===== src/cms_pkg.sv =====
package cms_pkg;
  // ********************
  // Register offsets
  // ********************
  localparam logic [7:0] ADDR_STATUS_A = 8'h00;
  localparam logic [7:0] ADDR_STATUS_B = 8'h01;
  localparam logic [7:0] ADDR_FLAGS_A = 8'h04;
  localparam logic [7:0] ADDR_FLAGS_B = 8'h05;
  localparam logic [7:0] ADDR_FLAGS_C = 8'h06;
  localparam logic [7:0] ADDR_BATT_THR = 8'h0c;
  localparam logic [7:0] ADDR_SYS_V = 8'h0d;
  localparam logic [7:0] ADDR_CHG_CTRL = 8'h0e;
  localparam logic [7:0] ADDR_FLOAT_V = 8'h11;
  localparam logic [7:0] ADDR_FAST_I = 8'h12;
  localparam logic [7:0] ADDR_PRE_TERM = 8'h13;
  localparam logic [7:0] ADDR_BUS_LIM = 8'h14;
  localparam logic [7:0] ADDR_TOPOFF = 8'h1b;
  localparam logic [7:0] ADDR_MONITOR = 8'h20;
  // ********************
  // Reset values
  // ********************
  localparam logic [7:0] DEF_BATT_THR = 8'h00;
  localparam logic [7:0] DEF_SYS_V = 8'h00;
  localparam logic [7:0] DEF_CHG_CTRL = 8'h08;
  localparam logic [7:0] DEF_FLOAT_V = 8'h00;
  localparam logic [7:0] DEF_FAST_I = 8'h00;
  localparam logic [7:0] DEF_PRE_TERM = 8'h00;
  localparam logic [7:0] DEF_BUS_LIM = 8'h00;
  localparam logic [7:0] DEF_TOPOFF = 8'h00;
  // ********************
  // Field positions
  // ********************
  localparam int TE_BIT = 3;
  localparam int TOPOFF_ENABLE_BIT = 2;
  localparam int RECHARGE_DISABLE_BIT = 5;
  localparam int TOPOFF_DETECT_DISABLE_BIT = 3;
  localparam int PRE_BIT = 2;
  localparam int STAT_BIT = 3;
  localparam int POWER_OK_STATUS_BIT = 4;
  localparam int LOWI_BIT = 7;
  localparam int CMP_BIT = 4;
  localparam int TOPOFF_STATUS_BIT = 3;
  localparam int WEAK_BATTERY_INTERRUPT_BIT = 1;
  localparam int CHARGE_MODE_INTERRUPT_BIT = 2;
  localparam int CHARGE_END_INTERRUPT_BIT = 3;
  localparam int GOODBAT_BIT = 4;
  localparam int LOW_CURRENT_INTERRUPT_BIT = 7;
  localparam int TOPOFF_DONE_INTERRUPT_BIT = 7;
  localparam int CV_BIT = 0;
  localparam int TERM_CURRENT_MONITOR_BIT = 7;
  // ********************
  // Codes and timing
  // ********************
  localparam logic [1:0] ADAPT_CDP = 2'h1;
  localparam logic [1:0] ADAPT_DCP = 2'h2;
  localparam logic [6:0] LIM_100MA = 7'h01;
  localparam logic [6:0] LIM_500MA = 7'h05;
  localparam logic [6:0] LIM_1500MA = 7'h0f;
  localparam logic [5:0] SHORT_I_CODE = 6'h01;
  localparam logic [1:0] SW_OFF = 2'h0;
  localparam logic [1:0] SW_LINEAR = 2'h1;
  localparam logic [1:0] SW_ON = 2'h2;
  localparam int CLK_HZ = 25_000_000;
  localparam int MS_CYCLES_DEF = CLK_HZ / 1000;
  localparam int TERM_DEGLITCH_MS = 30;
  localparam int TOPOFF_DELAY_MS = 400;
  localparam int BDET_RETRY_S = 5;
  localparam int SDP_SHORT_MIN = 2;
  localparam int SDP_LONG_MIN = 45;
  localparam int TOPOFF_STEP_MIN = 10;
  localparam int MS_W = 23;
  localparam logic [MS_W-1:0] TERM_MS = MS_W'(TERM_DEGLITCH_MS);
  localparam logic [MS_W-1:0] DELAY_MS = MS_W'(TOPOFF_DELAY_MS);
  localparam logic [MS_W-1:0] RETRY_MS = MS_W'(BDET_RETRY_S * 1000);
  localparam logic [MS_W-1:0] SDP_SHORT_MS = MS_W'(SDP_SHORT_MIN * 60000);
  localparam logic [MS_W-1:0] SDP_LONG_MS = MS_W'(SDP_LONG_MIN * 60000);
  localparam logic [MS_W-1:0] TOPOFF_STEP_MS = MS_W'(TOPOFF_STEP_MIN * 60000);
  // ********************
  // Types
  // ********************
  typedef struct packed {
    logic src_valid;
    logic below_short;
    logic below_min;
    logic above_good;
    logic at_float;
    logic below_recharge;
    logic ichg_below_term;
    logic loop_active;
    logic suppl_active;
    logic sys_limited;
    logic disable_pin;
    logic current_limit_pin;
    logic [1:0] adapter;
  } cms_sense_t;
  typedef enum logic [9:0] {
    ST_WAIT = 10'h001,
    ST_LINEAR = 10'h002,
    ST_PRE = 10'h004,
    ST_FAST = 10'h008,
    ST_CV = 10'h010,
    ST_TO_WAIT = 10'h020,
    ST_TOPOFF = 10'h040,
    ST_IDLE = 10'h080,
    ST_STANDBY = 10'h100,
    ST_LOCK = 10'h200
  } cms_state_t;
endpackage


===== src/cms_sequencer.sv =====
`timescale 1ns/1ps
// What this block does
// - Plug-in with low battery restores register defaults
// - Bus limit field ignored until first host write
// - Detected adapter sets limit; unknown means SDP
// - SDP timer expiry locks standby until replug
// - SDP with good battery waits; write resumes
// - SDP with disable pin holds regulator off
// - CDP/DCP uses safety timer and 1500 mA
// - Limit pin picks bus limit without detection
// - Short battery: 50 mA linear, default system voltage
// - Pre-charge between short and minimum thresholds
// - Pre-charge and fast-charge entries raise flags; charging status bit
// - Fast charge above minimum until float voltage
// - Good-battery crossing raises flag and power-ok
// - Float voltage reached enters constant voltage
// - Termination after 30 ms low current
// - Terminate only in CV, no other loop
// - Recharge below float minus offset unless disabled
// - No termination: low-current flag, keep charging
// - Top-off starts 400 ms after termination
// - Top-off retries battery detection every 5 s
// - Top-off timer field ends top-off
// - System load takes priority over battery current
module cms_sequencer #(
  parameter bit DETECT_VARIANT = 1'b1,
  parameter bit LOW_VARIANT = 1'b0,
  parameter int MS_CYCLES = cms_pkg::MS_CYCLES_DEF
) (
  input wire logic sys_clk,
  input wire logic rst,
  input wire cms_pkg::cms_sense_t sense,
  input wire logic reg_wr_stb,
  input wire logic reg_rd_stb,
  input wire logic [7:0] reg_addr,
  input wire logic [7:0] reg_wdata,
  output logic [7:0] reg_rdata,
  output logic host_ctrl,
  output logic [6:0] bus_limit_code,
  output logic safety_timer_en,
  output logic regulator_on,
  output logic [1:0] batt_switch_mode,
  output logic [5:0] charge_current_code,
  output logic [1:0] sys_voltage_code,
  output logic [7:0] float_voltage_code,
  output logic [2:0] good_thr_code,
  output logic [1:0] term_current_code,
  output logic charge_throttle,
  output logic stat_n,
  output logic bdet_retry
);
  import cms_pkg::*;

  // ********************
  // Input synchronisers
  // ********************
  cms_sense_t meta_reg, s;
  always_ff @(posedge sys_clk) begin
    meta_reg <= sense;
    s <= meta_reg;
  end

  // ********************
  // Millisecond enable
  // ********************
  logic [15:0] div_reg;
  logic ms_tick;
  always_ff @(posedge sys_clk) begin
    if (rst || div_reg == 16'(MS_CYCLES - 1)) begin
      div_reg <= '0;
    end else begin
      div_reg <= div_reg + 16'h0001;
    end
  end
  assign ms_tick = (div_reg == 16'(MS_CYCLES - 1));

  // ********************
  // Configuration registers
  // ********************
  logic src_prev_reg, plug_evt, defaults;
  logic [7:0] thr_reg, sysv_reg, ctrl_reg, float_reg, fast_reg, pre_reg, bus_reg, to_reg;
  assign plug_evt = s.src_valid && !src_prev_reg;
  assign defaults = rst || (plug_evt && s.below_min);

  always_ff @(posedge sys_clk) begin
    if (defaults) begin
      thr_reg <= DEF_BATT_THR;
      sysv_reg <= DEF_SYS_V;
      ctrl_reg <= DEF_CHG_CTRL;
      float_reg <= DEF_FLOAT_V;
      fast_reg <= DEF_FAST_I;
      pre_reg <= DEF_PRE_TERM;
      bus_reg <= DEF_BUS_LIM;
      to_reg <= DEF_TOPOFF;
    end else if (reg_wr_stb) begin
      unique case (reg_addr)
        ADDR_BATT_THR: thr_reg <= reg_wdata;
        ADDR_SYS_V: sysv_reg <= reg_wdata;
        ADDR_CHG_CTRL: ctrl_reg <= reg_wdata;
        ADDR_FLOAT_V: float_reg <= reg_wdata;
        ADDR_FAST_I: fast_reg <= reg_wdata;
        ADDR_PRE_TERM: pre_reg <= reg_wdata;
        ADDR_BUS_LIM: bus_reg <= reg_wdata;
        ADDR_TOPOFF: to_reg <= reg_wdata;
        default: ;
      endcase
    end
  end

  // ********************
  // Host control and auto-charge limits
  // ********************
  logic host_reg, is_sdp, sdp_auto;
  logic [6:0] sdp_lim, auto_lim;
  always_ff @(posedge sys_clk) begin
    if (rst || plug_evt) begin
      host_reg <= 1'b0;
    end else if (reg_wr_stb && s.src_valid) begin
      host_reg <= 1'b1;
    end
  end
  // Unidentified adapters fall back to the most conservative profile
  assign is_sdp = DETECT_VARIANT && s.adapter != ADAPT_CDP && s.adapter != ADAPT_DCP;
  // A plug-in clears host control only at the next edge, so treat that cycle as auto already
  assign sdp_auto = is_sdp && (plug_evt || !host_reg);
  assign sdp_lim = LOW_VARIANT ? LIM_100MA : LIM_500MA;
  always_comb begin
    if (DETECT_VARIANT) begin
      auto_lim = is_sdp ? sdp_lim : LIM_1500MA;
    end else begin
      auto_lim = s.current_limit_pin ? sdp_lim : LIM_1500MA;
    end
  end

  // ********************
  // Charge state machine
  // ********************
  cms_state_t state_reg, state_next, start_st;
  logic [MS_W-1:0] st_ms_reg, sdp_ms_reg, term_ms_reg, retry_ms_reg;
  logic hold_good_reg, charging, term_cond, term_done, sdp_exp, to_exp;
  logic [MS_W-1:0] to_len;

  assign charging = state_reg inside {ST_LINEAR, ST_PRE, ST_FAST, ST_CV};
  // Other regulation loops or supplemental mode mask termination
  assign term_cond = state_reg == ST_CV && ctrl_reg[TE_BIT] && s.ichg_below_term
                     && !s.loop_active && !s.suppl_active;
  assign term_done = term_cond && term_ms_reg > TERM_MS;
  assign sdp_exp = sdp_ms_reg >= (LOW_VARIANT ? SDP_LONG_MS : SDP_SHORT_MS);
  assign to_len = MS_W'({20'h0, to_reg[2:0]} + 23'h1) * TOPOFF_STEP_MS;
  assign to_exp = state_reg == ST_TOPOFF && st_ms_reg >= to_len;

  always_comb begin
    if (s.below_short) begin
      start_st = ST_LINEAR;
    end else if (s.below_min) begin
      start_st = ST_PRE;
    end else begin
      start_st = ST_FAST;
    end
  end

  always_comb begin
    state_next = state_reg;
    if (!s.src_valid) begin
      state_next = ST_WAIT;
    end else if (charging && sdp_auto && sdp_exp) begin
      state_next = ST_LOCK;
    end else begin
      unique case (state_reg)
        ST_WAIT: begin
          if (sdp_auto && (s.above_good || s.disable_pin)) begin
            state_next = ST_STANDBY;
          end else begin
            state_next = start_st;
          end
        end
        ST_LINEAR: if (!s.below_short) state_next = ST_PRE;
        ST_PRE: if (!s.below_min) state_next = ST_FAST;
        ST_FAST: if (s.at_float) state_next = ST_CV;
        ST_CV: begin
          if (term_done) begin
            state_next = ctrl_reg[TOPOFF_ENABLE_BIT] ? ST_TO_WAIT : ST_IDLE;
          end
        end
        ST_TO_WAIT: if (st_ms_reg >= DELAY_MS) state_next = ST_TOPOFF;
        ST_TOPOFF: if (to_exp) state_next = ST_IDLE;
        ST_IDLE: begin
          if (!ctrl_reg[RECHARGE_DISABLE_BIT] && s.below_recharge) begin
            state_next = start_st;
          end
        end
        ST_STANDBY: begin
          if (host_reg || (!hold_good_reg && !s.disable_pin)) begin
            state_next = start_st;
          end
        end
        ST_LOCK: state_next = ST_LOCK;
      endcase
    end
  end

  always_ff @(posedge sys_clk) begin
    if (rst) begin
      state_reg <= ST_WAIT;
      src_prev_reg <= 1'b0;
      hold_good_reg <= 1'b0;
    end else begin
      state_reg <= state_next;
      src_prev_reg <= s.src_valid;
      if (state_reg == ST_WAIT) begin
        hold_good_reg <= sdp_auto && s.above_good;
      end
    end
  end

  // ********************
  // Timers
  // ********************
  always_ff @(posedge sys_clk) begin
    if (rst || state_next != state_reg) begin
      st_ms_reg <= '0;
    end else if (ms_tick) begin
      st_ms_reg <= st_ms_reg + 23'h1;
    end
  end

  always_ff @(posedge sys_clk) begin
    if (rst || plug_evt || !sdp_auto) begin
      sdp_ms_reg <= '0;
    end else if (ms_tick && charging && !sdp_exp) begin
      sdp_ms_reg <= sdp_ms_reg + 23'h1;
    end
  end

  always_ff @(posedge sys_clk) begin
    if (rst || !term_cond) begin
      term_ms_reg <= '0;
    end else if (ms_tick && !term_done) begin
      term_ms_reg <= term_ms_reg + 23'h1;
    end
  end

  always_ff @(posedge sys_clk) begin
    if (rst || state_reg != ST_TOPOFF || retry_ms_reg >= RETRY_MS) begin
      retry_ms_reg <= '0;
    end else if (ms_tick) begin
      retry_ms_reg <= retry_ms_reg + 23'h1;
    end
  end

  // ********************
  // Status and sticky flags
  // ********************
  logic good_prev_reg, lowi_prev_reg, cmp_reg;
  logic [7:0] fa_reg, fb_reg, fc_reg, fa_set, fb_set, fc_set;
  logic rd_a, rd_b, rd_c, low_evt;
  assign low_evt = !ctrl_reg[TE_BIT] && s.ichg_below_term && !lowi_prev_reg
                   && state_reg inside {ST_FAST, ST_CV};
  assign rd_a = reg_rd_stb && reg_addr == ADDR_FLAGS_A;
  assign rd_b = reg_rd_stb && reg_addr == ADDR_FLAGS_B;
  assign rd_c = reg_rd_stb && reg_addr == ADDR_FLAGS_C;

  always_comb begin
    fa_set = '0;
    fb_set = '0;
    fc_set = '0;
    fa_set[WEAK_BATTERY_INTERRUPT_BIT] = state_next == ST_PRE && state_reg != ST_PRE;
    fa_set[CHARGE_MODE_INTERRUPT_BIT] = state_next == ST_FAST && state_reg != ST_FAST;
    fa_set[CHARGE_END_INTERRUPT_BIT] = term_done;
    fa_set[GOODBAT_BIT] = s.above_good != good_prev_reg;
    fb_set[LOW_CURRENT_INTERRUPT_BIT] = low_evt;
    fc_set[TOPOFF_DONE_INTERRUPT_BIT] = to_exp;
  end

  // A set arriving with the read-clear survives the clear
  always_ff @(posedge sys_clk) begin
    if (rst) begin
      fa_reg <= '0;
      fb_reg <= '0;
      fc_reg <= '0;
      good_prev_reg <= 1'b0;
      lowi_prev_reg <= 1'b0;
    end else begin
      fa_reg <= (rd_a ? 8'h00 : fa_reg) | fa_set;
      fb_reg <= (rd_b ? 8'h00 : fb_reg) | fb_set;
      fc_reg <= (rd_c ? 8'h00 : fc_reg) | fc_set;
      good_prev_reg <= s.above_good;
      lowi_prev_reg <= s.ichg_below_term;
    end
  end

  always_ff @(posedge sys_clk) begin
    if (rst || plug_evt || (state_reg == ST_IDLE && state_next != ST_IDLE)) begin
      cmp_reg <= 1'b0;
    end else if (term_done || to_exp) begin
      cmp_reg <= 1'b1;
    end
  end

  logic [7:0] st_a, st_b, mon;
  always_comb begin
    st_a = '0;
    st_b = '0;
    mon = '0;
    st_a[PRE_BIT] = state_reg == ST_PRE;
    st_a[STAT_BIT] = charging;
    st_a[POWER_OK_STATUS_BIT] = s.above_good;
    st_b[LOWI_BIT] = !ctrl_reg[TE_BIT] && s.ichg_below_term && charging;
    st_b[6:5] = s.adapter;
    st_b[CMP_BIT] = cmp_reg;
    st_b[TOPOFF_STATUS_BIT] = state_reg == ST_TOPOFF;
    mon[CV_BIT] = state_reg == ST_CV;
    mon[TERM_CURRENT_MONITOR_BIT] = s.ichg_below_term && charging;
  end

  // ********************
  // Register read port
  // ********************
  always_ff @(posedge sys_clk) begin
    if (rst) begin
      reg_rdata <= '0;
    end else if (reg_rd_stb) begin
      unique case (reg_addr)
        ADDR_STATUS_A: reg_rdata <= st_a;
        ADDR_STATUS_B: reg_rdata <= st_b;
        ADDR_FLAGS_A: reg_rdata <= fa_reg;
        ADDR_FLAGS_B: reg_rdata <= fb_reg;
        ADDR_FLAGS_C: reg_rdata <= fc_reg;
        ADDR_BATT_THR: reg_rdata <= thr_reg;
        ADDR_SYS_V: reg_rdata <= sysv_reg;
        ADDR_CHG_CTRL: reg_rdata <= ctrl_reg;
        ADDR_FLOAT_V: reg_rdata <= float_reg;
        ADDR_FAST_I: reg_rdata <= fast_reg;
        ADDR_PRE_TERM: reg_rdata <= pre_reg;
        ADDR_BUS_LIM: reg_rdata <= bus_reg;
        ADDR_TOPOFF: reg_rdata <= to_reg;
        ADDR_MONITOR: reg_rdata <= mon;
        default: reg_rdata <= 8'h00;
      endcase
    end
  end

  // ********************
  // Power-stage controls
  // ********************
  always_ff @(posedge sys_clk) begin
    if (rst) begin
      host_ctrl <= 1'b0;
      bus_limit_code <= LIM_500MA;
      safety_timer_en <= 1'b0;
      regulator_on <= 1'b0;
      batt_switch_mode <= SW_ON;
      charge_current_code <= '0;
      sys_voltage_code <= DEF_SYS_V[1:0];
      float_voltage_code <= DEF_FLOAT_V;
      good_thr_code <= DEF_BATT_THR[5:3];
      term_current_code <= DEF_PRE_TERM[7:6];
      charge_throttle <= 1'b0;
      stat_n <= 1'b1;
      bdet_retry <= 1'b0;
    end else begin
      host_ctrl <= host_reg;
      bus_limit_code <= host_reg ? bus_reg[6:0] : auto_lim;
      safety_timer_en <= charging && !sdp_auto;
      regulator_on <= !(state_reg inside {ST_WAIT, ST_STANDBY, ST_LOCK});
      unique case (state_reg)
        ST_LINEAR, ST_PRE: batt_switch_mode <= SW_LINEAR;
        ST_CV, ST_FAST, ST_TOPOFF: batt_switch_mode <= SW_ON;
        ST_TO_WAIT, ST_IDLE: batt_switch_mode <= SW_OFF;
        default: batt_switch_mode <= SW_ON;
      endcase
      if (state_reg == ST_LINEAR) begin
        charge_current_code <= SHORT_I_CODE;
      end else if (state_reg == ST_PRE) begin
        charge_current_code <= {2'b00, pre_reg[3:0]};
      end else begin
        charge_current_code <= fast_reg[5:0];
      end
      sys_voltage_code <= (state_reg == ST_LINEAR) ? DEF_SYS_V[1:0] : sysv_reg[1:0];
      float_voltage_code <= float_reg;
      good_thr_code <= thr_reg[5:3];
      term_current_code <= pre_reg[7:6];
      // Battery current yields so the system rail is fed first
      charge_throttle <= s.sys_limited && (charging || state_reg == ST_TOPOFF);
      stat_n <= !charging;
      bdet_retry <= retry_ms_reg >= RETRY_MS && !to_reg[TOPOFF_DETECT_DISABLE_BIT];
    end
  end
endmodule


===== config.mk =====
export PLATFORM = sky130hd
export DESIGN_NAME = cms_sequencer
export DESIGN_NICKNAME = d
export VERILOG_FILES = /design/src/cms_pkg.sv /design/src/cms_sequencer.sv
export SDC_FILE = /design/constraint.sdc
export NUM_CORES = 1
export LEC_CHECK = 0
export BUFFER_PORTS_ARGS = -buffer_cell sky130_fd_sc_hd__buf_2
export CORE_MARGIN = 5
export CORE_UTILIZATION = 55
export DETAILED_ROUTE_END_ITERATION = 16
export GPL_ROUTABILITY_DRIVEN = 0
export PLACE_DENSITY_LB_ADDON = 0.08
export SLEW_MARGIN = 20
export SYNTH_ARGS = -nofsm -noshare
export SYNTH_HDL_FRONTEND = slang
export SYNTH_SLANG_ARGS = --single-unit

===== constraint.sdc =====
create_clock -name sys_clk -period 6.15 [get_ports sys_clk]
set_input_delay 1.23 -clock sys_clk [delete_from_list [all_inputs] [get_ports sys_clk]]
set_output_delay 1.23 -clock sys_clk [all_outputs]
set_load 0.02 [all_outputs]

-- After elaboration in Yosys (flattened, before gate mapping)
Cells that the tools add are included.
Widths: inputs -> output; s select.
- input port bits: 34
- output and inout port bits: 44
- register bits: 282
- eq/ne operators: 34
- reductions and logical operators: 80
- $lt $le $gt $ge: 5
- mux-type cells: 24
- multipliers: 1
- add/subtract/negate cells: 6
- bitwise gates (word level): 3
- operators by type and width (operator ; number):
    $pmux 8 s14 ; 1
    $mux 10 ; 11
    $pmux 10 s10 ; 1
    $add 23x1->23 const B ; 4
    $eq 8x5->1 const B ; 5
    $logic_and 1x1->1 ; 34
    $mux 8 ; 4
    $eq 8x3->1 const B ; 3
    $eq 8x4->1 const B ; 3
    $ge 23x13->1 const B ; 1
    $ge 23x17->1 const B ; 1
    $ge 23x23->1 ; 1
    $ge 23x9->1 const B ; 1
    $gt 23x5->1 const B ; 1
    $eq 10x3->1 const B ; 2
    $eq 10x4->1 const B ; 2
    $mul 4x14->17 const B ; 1
    $add 16x1->16 const B ; 1
    $eq 16x15->1 const B ; 1
    $logic_not 1->1 ; 16
    $mux 4 ; 4
    $or 8x8->8 ; 2
    $reduce_and 2->1 ; 8
    $logic_or 1x1->1 ; 14
    29 further kinds ; 31

-- Longest topological paths before layout
Gate-level depths: netlist of run 1.
- depth after elaboration: 13
- mapped depth: 26
- depth with buffers taken out: 25

-- Worst setup path before layout of run 1
No wires, ideal clock.
- path kind: reg-to-reg
- start: reg to_reg[1]
- end: reg st_ms_reg[12]
- cell stages (with the launch flop): 25
- library setup time: 127 ps
- arrival time: 5655 ps
- setup slack: 368 ps
- required time: 6023 ps
- path buffers: 1
- cell sequence: dfxtp_1 > ha_1 > xor2_1 > inv_1 > ha_1 > inv_1 > ha_1 > inv_1 > fa_1 > fa_1 > inv_1 > a21oi_1 > o21bai_1 > a22o_1 > a21oi_1 > o32ai_1 > nand4_1 > xor2_1 > ha_1 > nand3_1 > a2111oi_0 > nor4_1 > a21boi_2 > buf_2 > nor4_2
- word-level cells in the longest chain between the ends: 10
- ends and longest elaborated chain (element ; line ; source):
    from (decl) ; cms_sequencer.sv:81 ; logic [7:0] thr_reg, sysv_reg, ctrl_reg, float_reg, fast_reg, pre_reg, bus_reg, to_reg;
    from (signal assigned) ; cms_sequencer.sv:104 ; ADDR_TOPOFF: to_reg <= reg_wdata;
    $add 3x1->4 ; cms_sequencer.sv:149 ; assign to_len = MS_W'({20'h0, to_reg[2:0]} + 23'h1) * TOPOFF_STEP_MS;
    $mul 4x14->17 ; cms_sequencer.sv:149 ;
    $ge 23x23->1 ; cms_sequencer.sv:150 ; assign to_exp = state_reg == ST_TOPOFF && st_ms_reg >= to_len;
    $logic_and 1x1->1 ; cms_sequencer.sv:150 ;
    $mux 10 ; cms_sequencer.sv:186 ; ST_TOPOFF: if (to_exp) state_next = ST_IDLE;
    $pmux 10 s10 ; cms_sequencer.sv:169 ; unique case (state_reg)
    $mux 10 ; cms_sequencer.sv:166 ; end else if (charging && sdp_auto && sdp_exp) begin
    $mux 10 ; cms_sequencer.sv:164 ; if (!s.src_valid) begin
    $ne 10x10->1 ; cms_sequencer.sv:220 ; if (rst || state_next != state_reg) begin
    $logic_or 1x1->1 ; cms_sequencer.sv:220 ;
    to (signal assigned) ; cms_sequencer.sv:223 ; st_ms_reg <= st_ms_reg + 23'h1;
    to (decl) ; cms_sequencer.sv:139 ; logic [MS_W-1:0] st_ms_reg, sdp_ms_reg, term_ms_reg, retry_ms_reg;
No other way between the ends.
A chain may end at the register's enable or synchronous reset.

-- Worst setup path in the final report of run 1
- start: reg to_reg[0]
- end: reg st_ms_reg[17]
The elaborated chain is that of the path after synthesis.

==> results of run 1 <==
-- final cells by class --
type,count,share of cell area
clock buffers,38,0.0558
clock inverters,14,0.0153
inverters,52,0.0140
multi-input cells,1019,0.476
flip-flops and latches,264,0.379
well taps,280,0.0251
repair buffers,90,0.0348
-- worst paths after layout --
kind / startpoint / endpoint / slack [ns] / depth (start not counted)
min: meta_reg[7] / s[7] / 0.33 / 0
max reg2reg: to_reg[0] / st_ms_reg[17] / 0.43 / 26
min reg2reg: meta_reg[7] / s[7] / 0.33 / 0
max: to_reg[0] / st_ms_reg[17] / 0.43 / 26
-- power breakdown --
part / switching, mW / internal, mW / total [mW]
clock network: 0.681 / 1.10 / 1.78
logic: 0.115 / 0.0461 / 0.161
registers: 0.0164 / 1.73 / 1.75
-- through the flow --
| stage | instance area [sq um] | total power [mW] | instances | setup WS [ns] |
|---|---|---|---|---|
| 2_1_floorplan | 12400 | 1.90 | 1404 | 0.368 |
| 3_3_place_gp | 12900 | 1.94 | 1705 | 0.324 |
| 3_5_place_dp | 12900 | 1.94 | 1705 | 0.245 |
| 4_1_cts | 13900 | 3.72 | 1757 | 0.185 |
| 5_1_grt | 13900 | 3.82 | 1757 | 0.0124 |
| 6_report | 13900 | 3.69 | 1757 | 0.430 |
-- timing repair --
item / 4_1_cts / 5_1_grt
gates resized for setup: 0 / 5
hold buffers: 0 / 0
setup endpoints to repair: 0 / 24
-- kinds of logic (layout without fill, tap and decap cells) --
group / count (synthesis) / after routing / synth area share
other: 1 / 10 / 0.000303
and+or+nand+nor: 605 / 605 / 0.258
xor gates and xnor gates: 88 / 88 / 0.0630
muxes: 64 / 64 / 0.0527
DFF: 264 / 264 / 0.428
adders and majority gates: 47 / 47 / 0.0500
AOI/OAI and AO/OA: 205 / 205 / 0.107
buffers and inverters: 121 / 194 / 0.0408
-- cell usage in the layout, fill, tap and decap left out, types with 5 or more instances in the layout --
cell type and n:
or3_1 17, xnor2_1 42, nor2b_1 31, o22ai_1 9, a31oi_1 6, mux2i_1 55
nor3_1 34, and4_1 5, o211ai_1 7, conb_1 10, o21ai_0 44, a22o_1 5
inv_1 51, o21bai_1 5, nor2_1 173, nand4b_1 5, nor4b_1 6, buf_2 76
and2_1 18, nand4_1 28, a21oi_1 74, bufinv_16 5, nor4_1 19, clkbuf_1 6
nor4_2 23, buf_4 14, xor2_1 45, clkinv_2 5, nand2b_1 18, clkbuf_16 28
nand3_1 53, a22oi_1 7, dfxtp_1 263, mux2_2 9, nand2_1 133, ha_1 43
and3_1 12
-- routing by layer --
layer | GRT usage | routed length, um
met1 | 0.321 | 13800
met2 | 0.358 | 13400
met3 | 0.0281 | 1750
met4 | 0.0512 | 541
met5 | 0 | 0
==> impl_metrics.tcl, run 1 <==
set metrics [dict create \
    status "completed" \
    viasPerCell 5.68 \
    worstPathMaxFanout 10 \
    register_area_sq_um 5290 \
    critPathTopFamily "adder cells" \
    post-route-util 0.635 \
    critical_path_class "flip-flop to flip-flop" \
    cts_root_buf "clkbuf_16" \
    yosysSeqAreaShare 0.428 \
    min_period_ns 5.72 \
    drive_gt1_frac 0.137 \
    syn_area_sq_um 12400 \
    synth_top_cell_by_area "dfxtp_1" \
    tightest_slew_ns 0.955 \
    clk_latency_ns 0.55 \
    start_kind "flip-flop" \
    slowest_delay_ns 0.51 \
    port_buffers 76 \
    cts_tree "yes" \
    dr.pass1.iters 5 \
    cts_setup_buffers 0 \
    cp-end-kind "flip-flop" \
    layout.nets 1536 \
    setup_viol 0 \
    grt_usage 0.223 \
    pwr_density_cell_nw_per_um2 265 \
    worstPathRequired_ns 6.60 \
    slew_headroom 0.363 \
    cpMostUsedCell "ha_1" \
    grt_setup_unrepaired "no" \
    grt_pass1_vias 9340 \
    critPathSlowestCell "fa_1" \
    wl_per_cell_um 16.8 \
    antenna_cells 0 \
    netlist_instances 1395 \
    drcViolationCount 0 \
    crit_buf_inv 5 \
    yosys_register_bits 264 \
    die_h_um 160 \
    async_flop_share 0 \
    fillers 1891 \
    skew_ns 0.0244 \
    fin_crit_sh 0.930 \
    syn_area_per_cell_sq_um 8.86 \
    clockBufferDepth 3 \
    htree_levels 1 \
    dp_hpwl_mm 20.8 \
    synthTopCellsByCount "dfxtp_1 (264), nor2_1 (173), nand2_1 (133), a21oi_1 (74), mux2i_1 (55)" \
    slew_violations 0 \
    yosys-top-cells-area "dfxtp_1 (43%), nor2_1 (5.3%), mux2i_1 (4.5%)" \
    detailroute.via_count 9977 \
    syn2layout_area_growth_pct 12.8 \
    peakVddDrop_uv 221 \
    fp.dieW_um 160 \
    cts-buffers-inserted 28 \
    grt_overflow 0 \
    cap_violations 0 \
    drtIter0Drc 607 \
    ys_warn_count 0 \
    cts_sinks 264 \
    routed_wl_mm 29.5 \
    io_pins 78 \
    postRouteAntennaNets 0 \
    synth.most_common_cell "dfxtp_1" \
    setup_tns_ns 0 \
    finalHoldViolations 0 \
    yosys.area.top_type_share 0.428 \
    synth_cell_types 82 \
    crit_arrival_ns 6.17 \
    yosys_most_used_dff "dfxtp_1" \
    core_sq_um 22000 \
    fmax_mhz 175 \
    initial_utilization 0.563 \
    cts.clk_slew.worst_paths_ns 0.07 \
    grt_pass1_wl_mm 48.0 \
    std_cell_rows 54 \
    hp-class "flip-flop to flip-flop" \
    die_area_sq_um 25600 \
    multi_input_area_sq_um 6630 \
    synth_enable_flop_cells 0 \
    fin_hold_ws_ns 0.326 \
    antenna_found_initial 0 \
    grt_max_degree 65 \
    p_leak_nw 5.26 \
]
(Power assumes the default switching activity.)
==> inputs of run 2 (changes only) <==
--- a/config.mk
+++ b/config.mk
@@ -5,6 +5,7 @@
 export SDC_FILE = /design/constraint.sdc
 export NUM_CORES = 1
 export LEC_CHECK = 0
+export ABC_AREA = 1
 export BUFFER_PORTS_ARGS = -buffer_cell sky130_fd_sc_hd__buf_2
 export CORE_MARGIN = 5
 export CORE_UTILIZATION = 55
==> run 2 against run 1 <==
Against the previous run:
- critical path depth up 4
- synthesized cell count rose by 20%
- hold slack improved by 0.00074 ns
==> impl_metrics.tcl, run 2 <==
set metrics [dict create \
    status "completed" \
    clockBufferDepth 3 \
    detailroute.via_count 11085 \
    hp-class "flip-flop to flip-flop" \
    dp_hpwl_mm 23.3 \
    min_from "meta_reg[1]" \
    start_kind "flip-flop" \
    p_comb_frac 0.042 \
    synth_cell_types 56 \
    finalHoldViolations 0 \
    tightest_slew_ns 1.07 \
    hold_buffers 0 \
    p_switching_mw 0.851 \
    antenna_found_initial 1 \
    setup_tns_ns 0 \
    grt_pass1_wl_mm 52.4 \
    cap_violations 0 \
    cpMostUsedCell "nand2_1" \
    peakVddDrop_uv 284 \
    syn2layout_area_growth_pct 13.2 \
    worstPathMaxFanout 23 \
    worstPathRequired_ns 6.58 \
    syn_area_per_cell_sq_um 7.48 \
    drcViolationCount 0 \
    critPathSlowestCell "fa_1" \
    synthTopCellsByCount "dfxtp_1 (264), nand2_1 (263), inv_1 (255), nor2_1 (182), a21oi_1 (151)" \
    cts_sinks 264 \
    slew_headroom 0.285 \
    wl_per_cell_um 15.3 \
    drtIter0Drc 833 \
    port_buffers 76 \
    grt_overflow 0 \
    skew_ns 0.0195 \
    grt_usage 0.240 \
    synth.most_common_cell "dfxtp_1" \
    cts_root_buf "clkbuf_16" \
    fin_crit_sh 0.911 \
    critical_path_class "flip-flop to flip-flop" \
    async_flop_share 0 \
    layout.nets 1841 \
    io_pins 78 \
    r2r_setup_slack_ns 0.55 \
    grt_setup_unrepaired "no" \
    setup_viol 0 \
    reg2reg_from "to_reg[0]" \
    die_h_um 161 \
    p_int_mw 2.77 \
    grt_pass1_vias 10619 \
    post-route-util 0.628 \
    crit_arrival_ns 6.04 \
    power.share.sequential 0.483 \
    cts-buffers-inserted 28 \
    antenna_cells 0 \
    yosysSeqAreaShare 0.423 \
    htree_levels 1 \
    cp-end-kind "flip-flop" \
    cts.clk_slew.worst_paths_ns 0.06 \
    r2r_end "st_ms_reg[22]" \
    core_sq_um 22500 \
    netlist_instances 1671 \
    syn_area_sq_um 12500 \
    hold_path_end "s[1]" \
    yosys.area.top_type_share 0.423 \
    routed_wl_mm 31.6 \
    clk_latency_ns 0.55 \
    initial_utilization 0.555 \
    fp.dieW_um 161 \
    postRouteAntennaNets 0 \
    layout_common_cells "nand2_1 (263), dfxtp_1 (261), inv_1 (255)" \
    yosys-top-cells-area "dfxtp_1 (42%), nand2_1 (7.9%), inv_1 (7.7%)" \
    pwr_density_cell_nw_per_um2 256 \
    holdPathStages 0 \
    ys_warn_count 0 \
    drive_gt1_frac 0.122 \
    slowest_delay_ns 0.49 \
    cts_tree "yes" \
    yosys_register_bits 264 \
    r2r_cells 30 \
    p_sw_frac 0.235 \
    min_period_ns 5.60 \
    yosys_most_used_dff "dfxtp_1" \
    die_area_sq_um 25800 \
    slew_violations 0 \
    mostFrequentLayoutCell "nand2_1" \
    synth_top_cell_by_area "dfxtp_1" \
    power_frac_clock 0.474 \
    dr.pass1.iters 5 \
    std_cell_rows 55 \
    fmax_mhz 179 \
    synth_enable_flop_cells 0 \
    p_leak_nw 5.86 \
    grt_max_degree 44 \
    viasPerCell 5.36 \
]
## run 2: cell count changes in the layout (fill, tap and decap cells not counted), moves of 31 or more
cell / previous run / this run
inv_1: 51 / 255
nand2_1: 133 / 263
a21oi_1: 74 / 151
o21ai_0: 44 / 107
mux2i_1: 55 / 0
xnor2_1: 42 / 5
nor2b_1: 31 / 0
## run 2: worst max path at each step
stage / start / endpoint / slack (ns)
global placement: to_reg[1] / st_ms_reg[22] / 0.43
floorplan: to_reg[0] / st_ms_reg[2] / 0.92
detailed placement: to_reg[1] / st_ms_reg[22] / 0.29
CTS: to_reg[1] / st_ms_reg[22] / 0.21
finish: to_reg[0] / st_ms_reg[22] / 0.55
global route: to_reg[0] / st_ms_reg[22] / 0.02
## run 2: worst max-delay path: cells and delay by family (launching register included)
kind            cells  cell delay [ns]
fa+ha+maj           5             1.87
simple gates       17             1.84
xor+xnor            1             0.15
compound gates      2             0.40
flops               1             0.41
buf+inv             5             0.78
## run 2: routing by layer
layer | vias to the layer above | track usage | part of all wire
met3 | 81 | 0.0357 | 0.068
met2 | 381 | 0.385 | 0.45
li1 | 5648 | - | -
met1 | 4973 | 0.329 | 0.44
met4 | 2 | 0.0931 | 0.042
met5 | - | 0 | 0.00016
## run 2: area by class of cell
cell class / count / area (sq um)
clock buffers: 34 / 773
clock inverters: 18 / 191
fillers: 2080 / 8360
inverters: 264 / 993
multi-input cells: 1118 / 6090
flip-flops and latches: 264 / 5290
well taps: 285 / 357
repair buffers: 84 / 444
## run 2: power by group through the flow
stage	Combinational (mW)	Clock, mW	Sequential, mW
after global routing	0.170	1.83	1.75
after global placement	0.149	0	1.79
after detailed placement	0.151	0	1.79
after floorplan	0.103	0	1.78
final	0.154	1.72	1.75
after CTS	0.151	1.76	1.75
## run 2: cell families (layout without fill, tap and decap cells)
| family | count (synthesis) | count (layout) | share of synthesized area |
|---|---|---|---|
| AND/OR/NAND/NOR | 703 | 703 | 0.267 |
| buffers and inverters | 298 | 400 | 0.0929 |
| adder cells (fa/ha/maj) | 47 | 47 | 0.0495 |
| AO/OA/AOI/OAI | 319 | 319 | 0.140 |
| XOR/XNOR | 39 | 39 | 0.0273 |
| other | 1 | 10 | 0.000300 |
| flip-flops | 264 | 264 | 0.423 |
## run 2: metrics by stage
| stage | hold WS [ns] | total power, mW | std cells | worst slack [ns] | cell area, sq um |
|---|---|---|---|---|---|
| after floorplan | 0.310 | 1.89 | 1680 | 0.916 | 12500 |
| after global placement | 0.313 | 1.94 | 2014 | 0.427 | 13100 |
| after detailed placement | 0.313 | 1.94 | 2014 | 0.289 | 13100 |
| after CTS | 0.328 | 3.65 | 2066 | 0.210 | 14100 |
| after global routing | 0.333 | 3.75 | 2067 | 0.0234 | 14100 |
| final | 0.327 | 3.62 | 2067 | 0.549 | 14100 |
## run 2: timing repair
action,CTS,global route
buffers inserted,0,1
endpoints found under the setup margin,0,23
gates resized for setup,0,8
